File: config.mk
export PLATFORM = sky130hd
export DESIGN_NAME = optic_ctrl
export DESIGN_NICKNAME = d
export VERILOG_FILES = /design/src/rtl/optic_ctrl.v
export VERILOG_INCLUDE_DIRS = /design/src /design/src/rtl
export SDC_FILE = /design/constraint.sdc
export NUM_CORES = 1
export LEC_CHECK = 0
export ABC_CLOCK_PERIOD_IN_PS = 3800
export BUFFER_PORTS_ARGS = -buffer_cell sky130_fd_sc_hd__buf_4
export CORE_MARGIN = 3
export CORE_UTILIZATION = 35
export DETAILED_ROUTE_END_ITERATION = 16
export PLACE_DENSITY = 0.55
export SYNTH_ARGS = -nofsm -noshare
export SYNTH_HDL_FRONTEND = slang
export SYNTH_SLANG_ARGS = --single-unit
File: constraint.sdc
create_clock -name clk_in -period 3.8 [get_ports clk_in]
set_input_delay 1.14 -clock clk_in [delete_from_list [all_inputs] [get_ports clk_in]]
set_output_delay 1.14 -clock clk_in [all_outputs]
set_load 0.005 [all_outputs]
File: src/rtl/optic_defines.vh
// constants for the option and interrupt control block
`ifndef OPTIC_DEFINES_VH
`define OPTIC_DEFINES_VH

// register byte offsets on the avalon slave
`define OPTIC_ADDR_W 4
`define OPTIC_OFS_CONFIG 4'h0
`define OPTIC_OFS_IRQ 4'h4

// timer_prescale_config fields
`define OPTIC_CFG_PULLUP_DIS 7
`define OPTIC_CFG_EXT_EDGE 6
`define OPTIC_CFG_CLK_SRC 5
`define OPTIC_CFG_PIN_EDGE 4
`define OPTIC_CFG_PRESC_TGT 3
`define OPTIC_CFG_RATE_HI 2
`define OPTIC_CFG_RATE_LO 0
`define OPTIC_CFG_RESET 8'hFF

// irq_control_status fields
`define OPTIC_IRQ_GIE 7
`define OPTIC_IRQ_PERIPHERAL_IRQ_ENABLE 6
`define OPTIC_IRQ_TOIE 5
`define OPTIC_IRQ_EXTIE 4
`define OPTIC_IRQ_PCIE 3
`define OPTIC_IRQ_TOF 2
`define OPTIC_IRQ_EXTF 1
`define OPTIC_IRQ_PCF 0
`define OPTIC_IRQ_RESET 8'h00

// instruction cycle is four oscillator clocks
`define OPTIC_INSTR_DIV_LAST 2'h3
`define OPTIC_NUM_PINS 6

`endif

File: src/rtl/optic_ctrl.v
// option/prescaler configuration and core interrupt control with avalon-mm slave
`timescale 1ns/1ps
`include "optic_defines.vh"

module optic_ctrl (
  // clock and reset
  input wire clk_in,
  input wire rst_in,
  // avalon-mm slave
  input wire [`OPTIC_ADDR_W-1:0] avs_address_in,
  input wire avs_read_in,
  input wire avs_write_in,
  input wire [31:0] avs_writedata_in,
  input wire [3:0] avs_byteenable_in,
  output reg [31:0] avs_readdata_out,
  output wire avs_waitrequest_out,
  // device pins, asynchronous
  input wire ext_irq_pin_in,
  input wire timer_ext_clock_pin_in,
  input wire [`OPTIC_NUM_PINS-1:0] port_pins_in,
  // same-clock logic around the block
  input wire [`OPTIC_NUM_PINS-1:0] per_pin_change_enable_in,
  input wire [`OPTIC_NUM_PINS-1:0] per_pin_pullup_enable_in,
  input wire timer_overflow_in,
  input wire wdt_base_tick_in,
  input wire wdt_clear_in,
  input wire periph_pending_in,
  // outputs
  output reg [`OPTIC_NUM_PINS-1:0] pullup_enable_out,
  output reg timer_increment_out,
  output reg wdt_timeout_out,
  output reg irq_out
);

  // mask of low prescaler bits that must all be one before the assigned
  // consumer sees a tick; timer gets one extra bit compared to the watchdog
  function [7:0] rate_mask;
    input [2:0] rate;
    input for_timer;
    reg [3:0] bits;
    begin
      bits = {1'b0, rate} + {3'h0, for_timer};
      rate_mask = (8'h01 << bits) - 8'h01;
    end
  endfunction

  // register select, shared by the write enables and the readback mux
  function is_reg;
    input [`OPTIC_ADDR_W-1:0] addr;
    input [`OPTIC_ADDR_W-1:0] ofs;
    begin
      is_reg = (addr == ofs);
    end
  endfunction

  reg [7:0] cfg_q;
  reg [7:0] irq_q;
  reg ack_q;
  reg [1:0] ext_sync_q;
  reg [1:0] tck_sync_q;
  reg [`OPTIC_NUM_PINS-1:0] pin_meta_q;
  reg [`OPTIC_NUM_PINS-1:0] pin_sync_q;
  reg [`OPTIC_NUM_PINS-1:0] pin_prev_q;
  reg ext_prev_q;
  reg tck_prev_q;
  reg [1:0] instr_div_q;
  reg [7:0] presc_q;
  reg [15:0] post_q;

  wire req = avs_read_in | avs_write_in;
  wire accept = req & ack_q;
  wire hit_cfg = is_reg(avs_address_in, `OPTIC_OFS_CONFIG);
  wire hit_irq = is_reg(avs_address_in, `OPTIC_OFS_IRQ);
  // writes land only on the completing edge, never during the wait state
  wire wr_lane0 = accept & avs_write_in & avs_byteenable_in[0];

  wire pullup_dis = cfg_q[`OPTIC_CFG_PULLUP_DIS];
  wire ext_edge = cfg_q[`OPTIC_CFG_EXT_EDGE];
  wire clk_src = cfg_q[`OPTIC_CFG_CLK_SRC];
  wire pin_edge = cfg_q[`OPTIC_CFG_PIN_EDGE];
  wire presc_wdt = cfg_q[`OPTIC_CFG_PRESC_TGT];
  wire [2:0] rate = cfg_q[`OPTIC_CFG_RATE_HI:`OPTIC_CFG_RATE_LO];

  // one wait state: first cycle of a request stalls, the second completes
  assign avs_waitrequest_out = req & ~ack_q;

  always @(posedge clk_in) begin
    if (rst_in) begin
      ack_q <= 1'b0;
    end else begin
      ack_q <= req & ~ack_q;
    end
  end

  // readback select; unmapped offsets read as zero
  reg [7:0] rd_mux;
  always @* begin
    rd_mux = 8'h00;
    if (hit_cfg) begin
      rd_mux = cfg_q;
    end else if (hit_irq) begin
      rd_mux = irq_q;
    end
  end

  // read data is captured during the wait state so it comes from a flop
  always @(posedge clk_in) begin
    if (rst_in) begin
      avs_readdata_out <= 32'h0000_0000;
    end else if (avs_read_in & ~ack_q) begin
      avs_readdata_out <= {24'h00_0000, rd_mux};
    end
  end

  // pin synchronisers; the first stage feeds only the second
  always @(posedge clk_in) begin
    if (rst_in) begin
      ext_sync_q <= 2'h0;
      ext_prev_q <= 1'b0;
    end else begin
      ext_sync_q <= {ext_sync_q[0], ext_irq_pin_in};
      ext_prev_q <= ext_sync_q[1];
    end
  end

  // timer clock pin, same two-stage sync plus an edge history flop
  always @(posedge clk_in) begin
    if (rst_in) begin
      tck_sync_q <= 2'h0;
      tck_prev_q <= 1'b0;
    end else begin
      tck_sync_q <= {tck_sync_q[0], timer_ext_clock_pin_in};
      tck_prev_q <= tck_sync_q[1];
    end
  end

  // port pins keep a third stage so a change is seen as sync against prev
  always @(posedge clk_in) begin
    if (rst_in) begin
      pin_meta_q <= {`OPTIC_NUM_PINS{1'b0}};
      pin_sync_q <= {`OPTIC_NUM_PINS{1'b0}};
      pin_prev_q <= {`OPTIC_NUM_PINS{1'b0}};
    end else begin
      pin_meta_q <= port_pins_in;
      pin_sync_q <= pin_meta_q;
      pin_prev_q <= pin_sync_q;
    end
  end

  wire ext_rise = ext_sync_q[1] & ~ext_prev_q;
  wire ext_fall = ~ext_sync_q[1] & ext_prev_q;
  wire ext_event = ext_edge ? ext_rise : ext_fall;
  wire tck_rise = tck_sync_q[1] & ~tck_prev_q;
  wire tck_fall = ~tck_sync_q[1] & tck_prev_q;
  wire pin_tick = pin_edge ? tck_fall : tck_rise;

  // change is only seen on pins whose individual change enable is set
  wire [`OPTIC_NUM_PINS-1:0] pin_changed;
  genvar gi;
  generate
    for (gi = 0; gi < `OPTIC_NUM_PINS; gi = gi + 1) begin : g_pc
      assign pin_changed[gi] = (pin_sync_q[gi] ^ pin_prev_q[gi]) &
        per_pin_change_enable_in[gi];
    end
  endgenerate
  wire pc_event = |pin_changed;

  // instruction clock tick, oscillator divided by four
  always @(posedge clk_in) begin
    if (rst_in) begin
      instr_div_q <= 2'h0;
    end else begin
      instr_div_q <= instr_div_q + 2'h1;
    end
  end
  wire instr_tick = (instr_div_q == `OPTIC_INSTR_DIV_LAST);
  wire timer_src = clk_src ? pin_tick : instr_tick;

  // single prescaler shared between timer and watchdog
  wire presc_in = presc_wdt ? wdt_base_tick_in : timer_src;
  wire [7:0] mask = rate_mask(rate, ~presc_wdt);
  wire presc_out = presc_in & ((presc_q & mask) == mask);
  wire timer_tick = presc_wdt ? timer_src : presc_out;
  wire wdt_tick = presc_wdt ? presc_out : wdt_base_tick_in;

  // changing the rate mid-count may give one short period; the counter
  // is not cleared on config writes to keep the logic small
  always @(posedge clk_in) begin
    if (rst_in) begin
      presc_q <= 8'h00;
    end else if (presc_in) begin
      presc_q <= presc_q + 8'h01;
    end
  end

  // dedicated watchdog postscaler; timeout pulses on wrap
  always @(posedge clk_in) begin
    if (rst_in) begin
      post_q <= 16'h0000;
      wdt_timeout_out <= 1'b0;
    end else if (wdt_clear_in) begin
      post_q <= 16'h0000;
      wdt_timeout_out <= 1'b0;
    end else begin
      wdt_timeout_out <= wdt_tick & (post_q == 16'hFFFF);
      if (wdt_tick) begin
        post_q <= post_q + 16'h0001;
      end
    end
  end

  // the timer counter lives outside and keeps its value over reset,
  // so only its increment strobe and overflow event pass here
  always @(posedge clk_in) begin
    if (rst_in) begin
      timer_increment_out <= 1'b0;
    end else begin
      timer_increment_out <= timer_tick;
    end
  end

  // configuration register
  always @(posedge clk_in) begin
    if (rst_in) begin
      cfg_q <= `OPTIC_CFG_RESET;
    end else if (wr_lane0 & hit_cfg) begin
      cfg_q <= avs_writedata_in[7:0];
    end
  end

  // control/status: hardware set beats a software clear in the same cycle
  wire [7:0] irq_wr = avs_writedata_in[7:0];
  wire irq_wr_en = wr_lane0 & hit_irq;
  reg [7:0] irq_d;
  always @* begin
    irq_d = irq_q;
    if (irq_wr_en) begin
      irq_d = irq_wr;
    end
    if (timer_overflow_in) begin
      irq_d[`OPTIC_IRQ_TOF] = 1'b1;
    end
    if (ext_event) begin
      irq_d[`OPTIC_IRQ_EXTF] = 1'b1;
    end
    if (pc_event) begin
      irq_d[`OPTIC_IRQ_PCF] = 1'b1;
    end
  end

  always @(posedge clk_in) begin
    if (rst_in) begin
      irq_q <= `OPTIC_IRQ_RESET;
    end else begin
      irq_q <= irq_d;
    end
  end

  // request to the core
  wire tof_req = irq_q[`OPTIC_IRQ_TOIE] & irq_q[`OPTIC_IRQ_TOF];
  wire ext_req = irq_q[`OPTIC_IRQ_EXTIE] & irq_q[`OPTIC_IRQ_EXTF];
  wire pc_req = irq_q[`OPTIC_IRQ_PCIE] & irq_q[`OPTIC_IRQ_PCF];
  wire per_req = irq_q[`OPTIC_IRQ_PERIPHERAL_IRQ_ENABLE] & periph_pending_in;

  always @(posedge clk_in) begin
    if (rst_in) begin
      irq_out <= 1'b0;
    end else begin
      irq_out <= irq_q[`OPTIC_IRQ_GIE] &
        (tof_req | ext_req | pc_req | per_req);
    end
  end

  // pull-ups: the global disable overrides every per-pin enable
  always @(posedge clk_in) begin
    if (rst_in) begin
      pullup_enable_out <= {`OPTIC_NUM_PINS{1'b0}};
    end else begin
      pullup_enable_out <= per_pin_pullup_enable_in &
        {`OPTIC_NUM_PINS{~pullup_dis}};
    end
  end

endmodule // optic_ctrl

==> results of run 1 <==
## final cells by class
type / count / area [µm²]
clock buffer: 9 / 123.9
clock inverter: 7 / 52.55
fill: 1061 / 6312
inverter: 12 / 45.04
multi-input combinational: 311 / 1974
sequential: 84 / 1682
tap: 140 / 175.2
timing repair buffer: 68 / 523.0
## logic make-up (layout without fill, tap and decap cells)
group           Yosys count  count (layout)  synth area share [%]
compound gates          101             101                 17.42
xor+xnor                 16              16                 3.765
fa+ha+maj                 7               7                 2.233
buf+inv                  61              96                 8.966
flops                    84              84                 42.88
mux                       9               9                 2.329
other cells               1              24               0.09563
simple gates            154             154                 22.31
## per-stage QoR
| stage | hold WS, ps | utilization, % |
|---|---|---|
| global route | 452.5 | 42.02 |
| detailed placement | 423.4 | 40.40 |
| global placement | 407.2 | 40.40 |
| CTS | 437.7 | 42.02 |
| floorplan | 399.2 | - |
| finish | 437.3 | 42.02 |
## registers in the layout, summed over array words and instances (netlist names), 2 cells and up
register,flops
avs_readdata_out,8
ext_sync_q,2
pin_meta_q,6
pin_prev_q,6
irq_q,8
pin_sync_q,6
presc_q,8
post_q,16
pullup_enable_out,6
tck_sync_q,2
cfg_q,8
instr_div_q,2
## Yosys cell counts, types with 2 or more instances
cell / n / share of area [%]
nand2b_1: 3 / 0.48
buf_2: 5 / 0.64
or4_1: 12 / 2.3
a21oi_1: 23 / 2.9
nor2_1: 35 / 3.4
o21ai_0: 12 / 1.5
o2111ai_1: 2 / 0.45
inv_1: 12 / 1.1
buf_4: 25 / 4.8
o21ai_1: 3 / 0.38
xor2_1: 12 / 2.7
nand3_1: 8 / 1.0
a221oi_1: 2 / 0.45
a211o_1: 8 / 1.8
mux2i_1: 8 / 2.0
o22ai_1: 3 / 0.48
a22o_1: 2 / 0.45
and2_1: 8 / 1.3
and4_1: 3 / 0.67
clkbuf_1: 16 / 1.5
nor3b_1: 3 / 0.57
a31oi_1: 3 / 0.48
dfxtp_1: 84 / 43
nand2_1: 16 / 1.5
nor2b_1: 36 / 5.7
a22oi_1: 10 / 1.9
nand4_1: 6 / 0.96
and3_1: 2 / 0.32
a211oi_1: 10 / 1.9
ha_1: 7 / 2.2
xnor2_1: 3 / 0.67
or3_1: 3 / 0.48
nor3_1: 4 / 0.51
o31ai_1: 12 / 2.3
buf_6: 3 / 0.86
or2_2: 3 / 0.48
## worst paths after layout
path / startpoint / end / slack, ps / cells after the start
worst min-delay path: instr_div_q[0] / instr_div_q[0] / 440 / 1
worst min register to register: instr_div_q[0] / instr_div_q[0] / 440 / 1
worst max register to register: cfg_q[3] / post_q[15] / 260 / 16
worst max-delay path: cfg_q[3] / post_q[15] / 260 / 16
## cell usage in the layout (no fill, tap or decap), drive strengths merged, types with 2 or more instances in the layout
cell     count
a211oi      10
and2         8
nor4         2
nor2b       36
nor3b        3
buf         68
a22o         2
clkbuf       9
or2          5
nand2b       4
conb        24
xor2        12
and3         2
o2111ai      2
a21oi       23
ha           7
nor3         4
o31ai       12
and4         3
mux2i        8
nand3        8
a221oi       2
or3          3
o21ai       15
dfxtp       84
a211o        8
o22ai        3
nand2       17
o311ai       2
or4         12
a22oi       10
nor2        36
xnor2        4
a31oi        3
inv         13
nand4        6
clkinv       5
## worst register-to-register path: stages (launching register included)
cell and delay (ps):
dfxtp_1 340, inv_1 50, buf_4 140, ha_1 330
or2_2 380, nor2_1 170, o21ai_0 110, ha_1 220
buf_4 150, o2111ai_1 70, o21ai_1 90, a21oi_1 160
o2111ai_1 190, o21a_1 250, buf_12 170, or4_1 500
a21oi_1 150
## power groups by stage
stage               sequential [mW]  clock [mW]  combinational (mW)
CTS                           0.920       0.607               0.123
detailed placement            0.940           0               0.123
finish                        0.919       0.579               0.121
floorplan                     0.937           0              0.0819
global route                  0.924       0.645               0.138
global placement              0.939           0               0.121
## layer usage
layer  up-vias  share of wire, %  global-route usage [%]  wire, µm
met3        10               4.7                   3.696       381
met2        55                47                   20.62      3834
li1       1599                 -                       -         -
met1      1447                46                   16.81      3764
met5         -                 0                       0         0
met4         0               1.4                   4.947       117
==> metrics.csv, run 1 <==
stage,metric,value,unit
run_status,status,completed,
clock_tree,"CTS clk-pin slew, worst paths",90,ps
routing,Antenna Nets Post-Route,0,
synth,sequential element share of the synthesized area,42.88,%
routing,WL final,8098,µm
floorplan,Die H,111.8,µm
routing,WL/cell,12.83,µm
critical_path,Arrival @ worst endpoint,3820,ps
global_routing,initial antenna violation count,0,
pwr,P_leak,1.772,nW
global_routing,GRT overflow,0,
synth,synthesized flop and latch total,84,
critical_path,CP max stage cell,or4_1,
clock_tree,post-cts repair resize count,0,
floorplan,Starting Density,36.01,%
layout,layout overhead on the synthesized area,16.69,%
placement,placed cell areas,4399,µm²
critical_path,family with the most delay on the worst path,simple AND/OR/NAND/NOR gates,
routing,DRC viols,0,
critical_path,"Buf+Inv Stages, Crit Path",4,
sta,setup TNS,0,ps
pwr,switch share,25.33,%
synth,synthesized area,3921,µm²
sta,min Tclk post-route,3536,ps
placement,gpl congestion,0.8132,
critical_path,CP peak stage delay,500,ps
clock_tree,latest clock arrival within the worst-skew pair,350,ps
synth,post-synthesis area per instance,9.056,µm²
critical_path,startpoint types,flop,
global_routing,largest net degree at the start of global routing,65,
sta,Clock Skew,10.23,ps
placement,Post-DP HPWL,5665,µm
clock_tree,Hold Buf Count CTS,0,
clock_tree,TritonCTS Buffers,9,
synth,"Distinct cells, synth",62,
synth,predominant post-synthesis flop cell,dfxtp_1,
job,max-capacitance violation count,0,
critical_path,Crit Path Class,reg -> reg,
clock_tree,maximum clock path buffer count,2,
clock_tree,Sink Count,84,
pwr,power share of the clock group,35.7,%
placement,Placed Cells,615,
clock_tree,Post-CTS Setup Bufs,0,
clock_tree,CTS tree,done,
placement,Port-buffer cells,58,
pwr,Total Power,1.619,mW
pwr,Flop pwr share,56.8,%
critical_path,Worst EP required,4080,ps
critical_path,crit-path max FO,32,
global_routing,vias in the first global route,2832,
pwr,Gate power share,7.5,%
sta,fin. max-slew vios,0,
floorplan,Floorplan Core Area,10890,µm²
sta,Final Cycle Share,93.06,%
sta,FMAX,282.8,MHz
global_routing,GRT Total Usage,13.01,%
sta,Fin. Hold Viols,0,
routing,iteration count of the initial detailed-routing pass,4,
floorplan,Cell Rows,38,
routing,DR vias,3111,
pwr,Power Internal,1.209,mW
sta,Final setup violation count,0,
pwr,PD cells,353.9,nW/µm²
synth,"EDFF count, synth",0,
sta,Worst Max-Slew Pin Slew,977.7,ps
layout,Final Non-Filler Cells,631,
clock_tree,H-tree depth,3,
min_path,worst hold-check path type,reg -> reg,
floorplan,Die Footprint,12510,µm²
routing,DR vias/cell,4.930,
floorplan,IO Count,110,
clock_tree,CTS root buf,clkbuf_8,
floorplan,die width,111.8,µm
global_routing,first-pass GRT wire length,13410,µm
pwr,Sw Pwr,410.2,µW
layout,fin nets,561,
sta,Rel. slew slack,34.69,%
critical_path,crit-path cells,"inv_1, buf_4, ha_1, or2_2, nor2_1, o21ai_0, ha_1, buf_4, o2111ai_1, o21ai_1, a21oi_1, o2111ai_1, o21a_1, buf_12, or4_1, a21oi_1",
pwr,worst vdd ir,236.1,µV
synth,asr flop ratio synth,0,%
synth,Yosys Warn Count,0,
layout,# diodes,0,
routing,DR iter-0 viols,225,
placement,DP Worst Slack,330.0,ps
layout,share of cells above drive strength 1,19.55,%
synth,Mapped Cells,433,
critical_path,crit path capture type,flop,
layout,Final Cell Area,4576,µm²
sta,unrepaired setup endpoints after global routing,no,
sta,worst setup margin,263.7,ps
Power figures use the tool's default switching activity.
==> inputs of run 2 (changes only) <==
- CORE_UTILIZATION: 35 -> 45
- PLACE_DENSITY: 0.55 -> 0.68
==> run 2 against run 1 <==
  * Die area down 21%
  * Maximum frequency up 0.57%
  * First-iteration DRC count fell by 41%
  * Via count up 1.5%
  * Global-route usage up 3.5 points
==> metrics.csv, run 2 (synthesized netlist as in run 1, its figures left out) <==
stage,metric,value,unit
global_routing,GRT Total Usage,16.53,%
pwr,PD cells,386.8,nW/µm²
job,max-capacitance violation count,0,
critical_path,crit path capture type,flop,
pwr,Gate power share,6.8,%
clock_tree,Sink Count,84,
floorplan,Cell Rows,33,
layout,"commonest non-fill, non-tap cells in the layout","dfxtp_1 (83), buf_4 (67), nor2b_1 (36)",
clock_tree,Post-CTS Setup Bufs,0,
routing,iteration count of the initial detailed-routing pass,4,
clock_tree,TritonCTS Buffers,9,
min_path,Hold Crit Endpoint,instr_div_q[0],
clock_tree,"CTS clk-pin slew, worst paths",90,ps
placement,Post-DP HPWL,5749,µm
pwr,power share of the clock group,41.4,%
floorplan,IO Count,110,
sta,Final Cycle Share,92.54,%
layout,Final Cell Area,4591,µm²
placement,gpl congestion,0.8328,
layout,Final Non-Filler Cells,596,
global_routing,initial antenna violation count,0,
routing,DRC viols,0,
placement,placed cell areas,4355,µm²
critical_path,Worst EP required,4100,ps
layout,multi-input logic area,1981,µm²
layout,max FFs per register,16,
critical_path,Reg2Reg Setup Slack,280,ps
global_routing,GRT overflow,0,
sta,unrepaired setup endpoints after global routing,no,
sta,Rel. slew slack,33.70,%
floorplan,Die Footprint,9870,µm²
routing,Antenna Nets Post-Route,0,
layout,fin nets,561,
global_routing,first-pass GRT wire length,13410,µm
layout,# diodes,0,
layout,Reg area,1683,µm²
critical_path,crit-path max FO,32,
sta,Clock Skew,9.515,ps
sta,fin. max-slew vios,0,
routing,DR vias,3158,
layout,"commonest non-fill, non-tap cell in the layout",dfxtp_1,
layout,Layout fillers,784,
clock_tree,H-tree depth,3,
clock_tree,CTS root buf,clkbuf_8,
sta,Fin. Hold Viols,0,
pwr,Flop pwr share,51.8,%
pwr,Power Internal,1.349,mW
critical_path,Crit Path Class,reg -> reg,
min_path,worst hold stages,1,
routing,DR iter-0 viols,132,
pwr,P_leak,1.797,nW
routing,WL/cell,13.67,µm
run_status,status,completed,
layout,share of cells above drive strength 1,19.96,%
min_path,worst hold-check path type,reg -> reg,
routing,DR vias/cell,5.299,
global_routing,largest net degree at the start of global routing,65,
routing,WL final,8146,µm
clock_tree,maximum clock path buffer count,2,
floorplan,die width,99.35,µm
placement,Port-buffer cells,58,
layout,layout overhead on the synthesized area,17.07,%
min_path,hold path start,instr_div_q[0],
clock_tree,latest clock arrival within the worst-skew pair,360,ps
pwr,Total Power,1.776,mW
critical_path,Arrival @ worst endpoint,3820,ps
critical_path,Worst Reg2Reg Path Length in Cells,17,
sta,Final setup violation count,0,
critical_path,Worst R2R Start,cfg_q[3],
pwr,switch share,24.01,%
placement,Placed Cells,580,
sta,min Tclk post-route,3516,ps
sta,FMAX,284.4,MHz
global_routing,vias in the first global route,2901,
floorplan,Die H,99.35,µm
layout,Largest Register,post_q,
critical_path,worst r2r dst,post_q[15],
floorplan,Starting Density,47.01,%
pwr,worst vdd ir,224.5,µV
clock_tree,CTS tree,done,
sta,Worst Max-Slew Pin Slew,992.4,ps
critical_path,startpoint types,flop,
sta,setup TNS,0,ps
pwr,Sw Pwr,426.4,µW
floorplan,Floorplan Core Area,8341,µm²
run 2: changes by cell type in the layout (fill, tap and decap cells not counted), sizes merged:
cell,delta
inv,+3
clkinvlp,-1
clkinv,-4
bufinv,+2
run 2: worst max path at each step:
stage                       to     start  slack (ps)
floorplan            post_q[9]  cfg_q[3]         530
global placement    post_q[15]  cfg_q[3]         360
detailed placement  post_q[15]  cfg_q[3]         300
CTS                 post_q[15]  cfg_q[3]         270
global route        post_q[15]  cfg_q[3]           6
finish              post_q[15]  cfg_q[3]         280
run 2: power by group through the flow:
| stage | Clock (mW) | Combinational [mW] | Sequential [mW] |
|---|---|---|---|
| after floorplan | 0 | 0.0819 | 0.937 |
| after global placement | 0 | 0.120 | 0.939 |
| after detailed placement | 0 | 0.122 | 0.940 |
| after CTS | 0.755 | 0.122 | 0.920 |
| after global routing | 0.784 | 0.137 | 0.923 |
| final | 0.735 | 0.121 | 0.919 |
run 2: layout make-up:
class,instances,share of cell area [%]
repair buffers,68,11.39
flip-flops and latches,84,36.66
multi-input cells,311,43.15
well taps,105,2.862
clock buffers,9,2.698
inverters,12,0.9812
clock inverters,7,2.262
run 2: metrics by stage:
| step | hold WS [ps] | worst slack, ps | util [%] |
|---|---|---|---|
| floorplan | 399.2 | 526.4 | - |
| global placement | 408.1 | 356.1 | 52.22 |
| detailed placement | 420.4 | 302.4 | 52.22 |
| CTS | 434.3 | 269.7 | 54.95 |
| global route | 455.5 | 6.255 | 55.04 |
| finish | 426.9 | 283.6 | 55.04 |
run 2: critical path, cell delays in order, from the launching register on:
cell       delay [ps]
dfxtp_2           360
inv_1              60
ha_1              180
ha_1              190
buf_4             180
or2_4             250
nor2_2            110
o21ai_0           110
ha_1              230
buf_4             160
o2111ai_1          60
o21ai_1            90
a21oi_1           220
o2111ai_2         210
o21a_1            250
buf_12            160
or4_1             500
a21oi_1           140
run 2: metal layers:
layer / wire [µm] / share of wire, % / track usage (%) / up-vias
met3: 395 / 4.8 / 3.647 / 9
met2: 3927 / 48 / 26.81 / 70
li1: - / - / - / 1598
met1: 3721 / 46 / 21.78 / 1481
met5: 0 / 0 / 0 / -
met4: 101 / 1.2 / 5.672 / 0
run 2: timing repair:
| item | 4_1_cts | 5_1_grt |
|---|---|---|
| hold buffers | 0 | 0 |
| resized for setup | 0 | 2 |
| endpoints found under the setup margin | 0 | 3 |
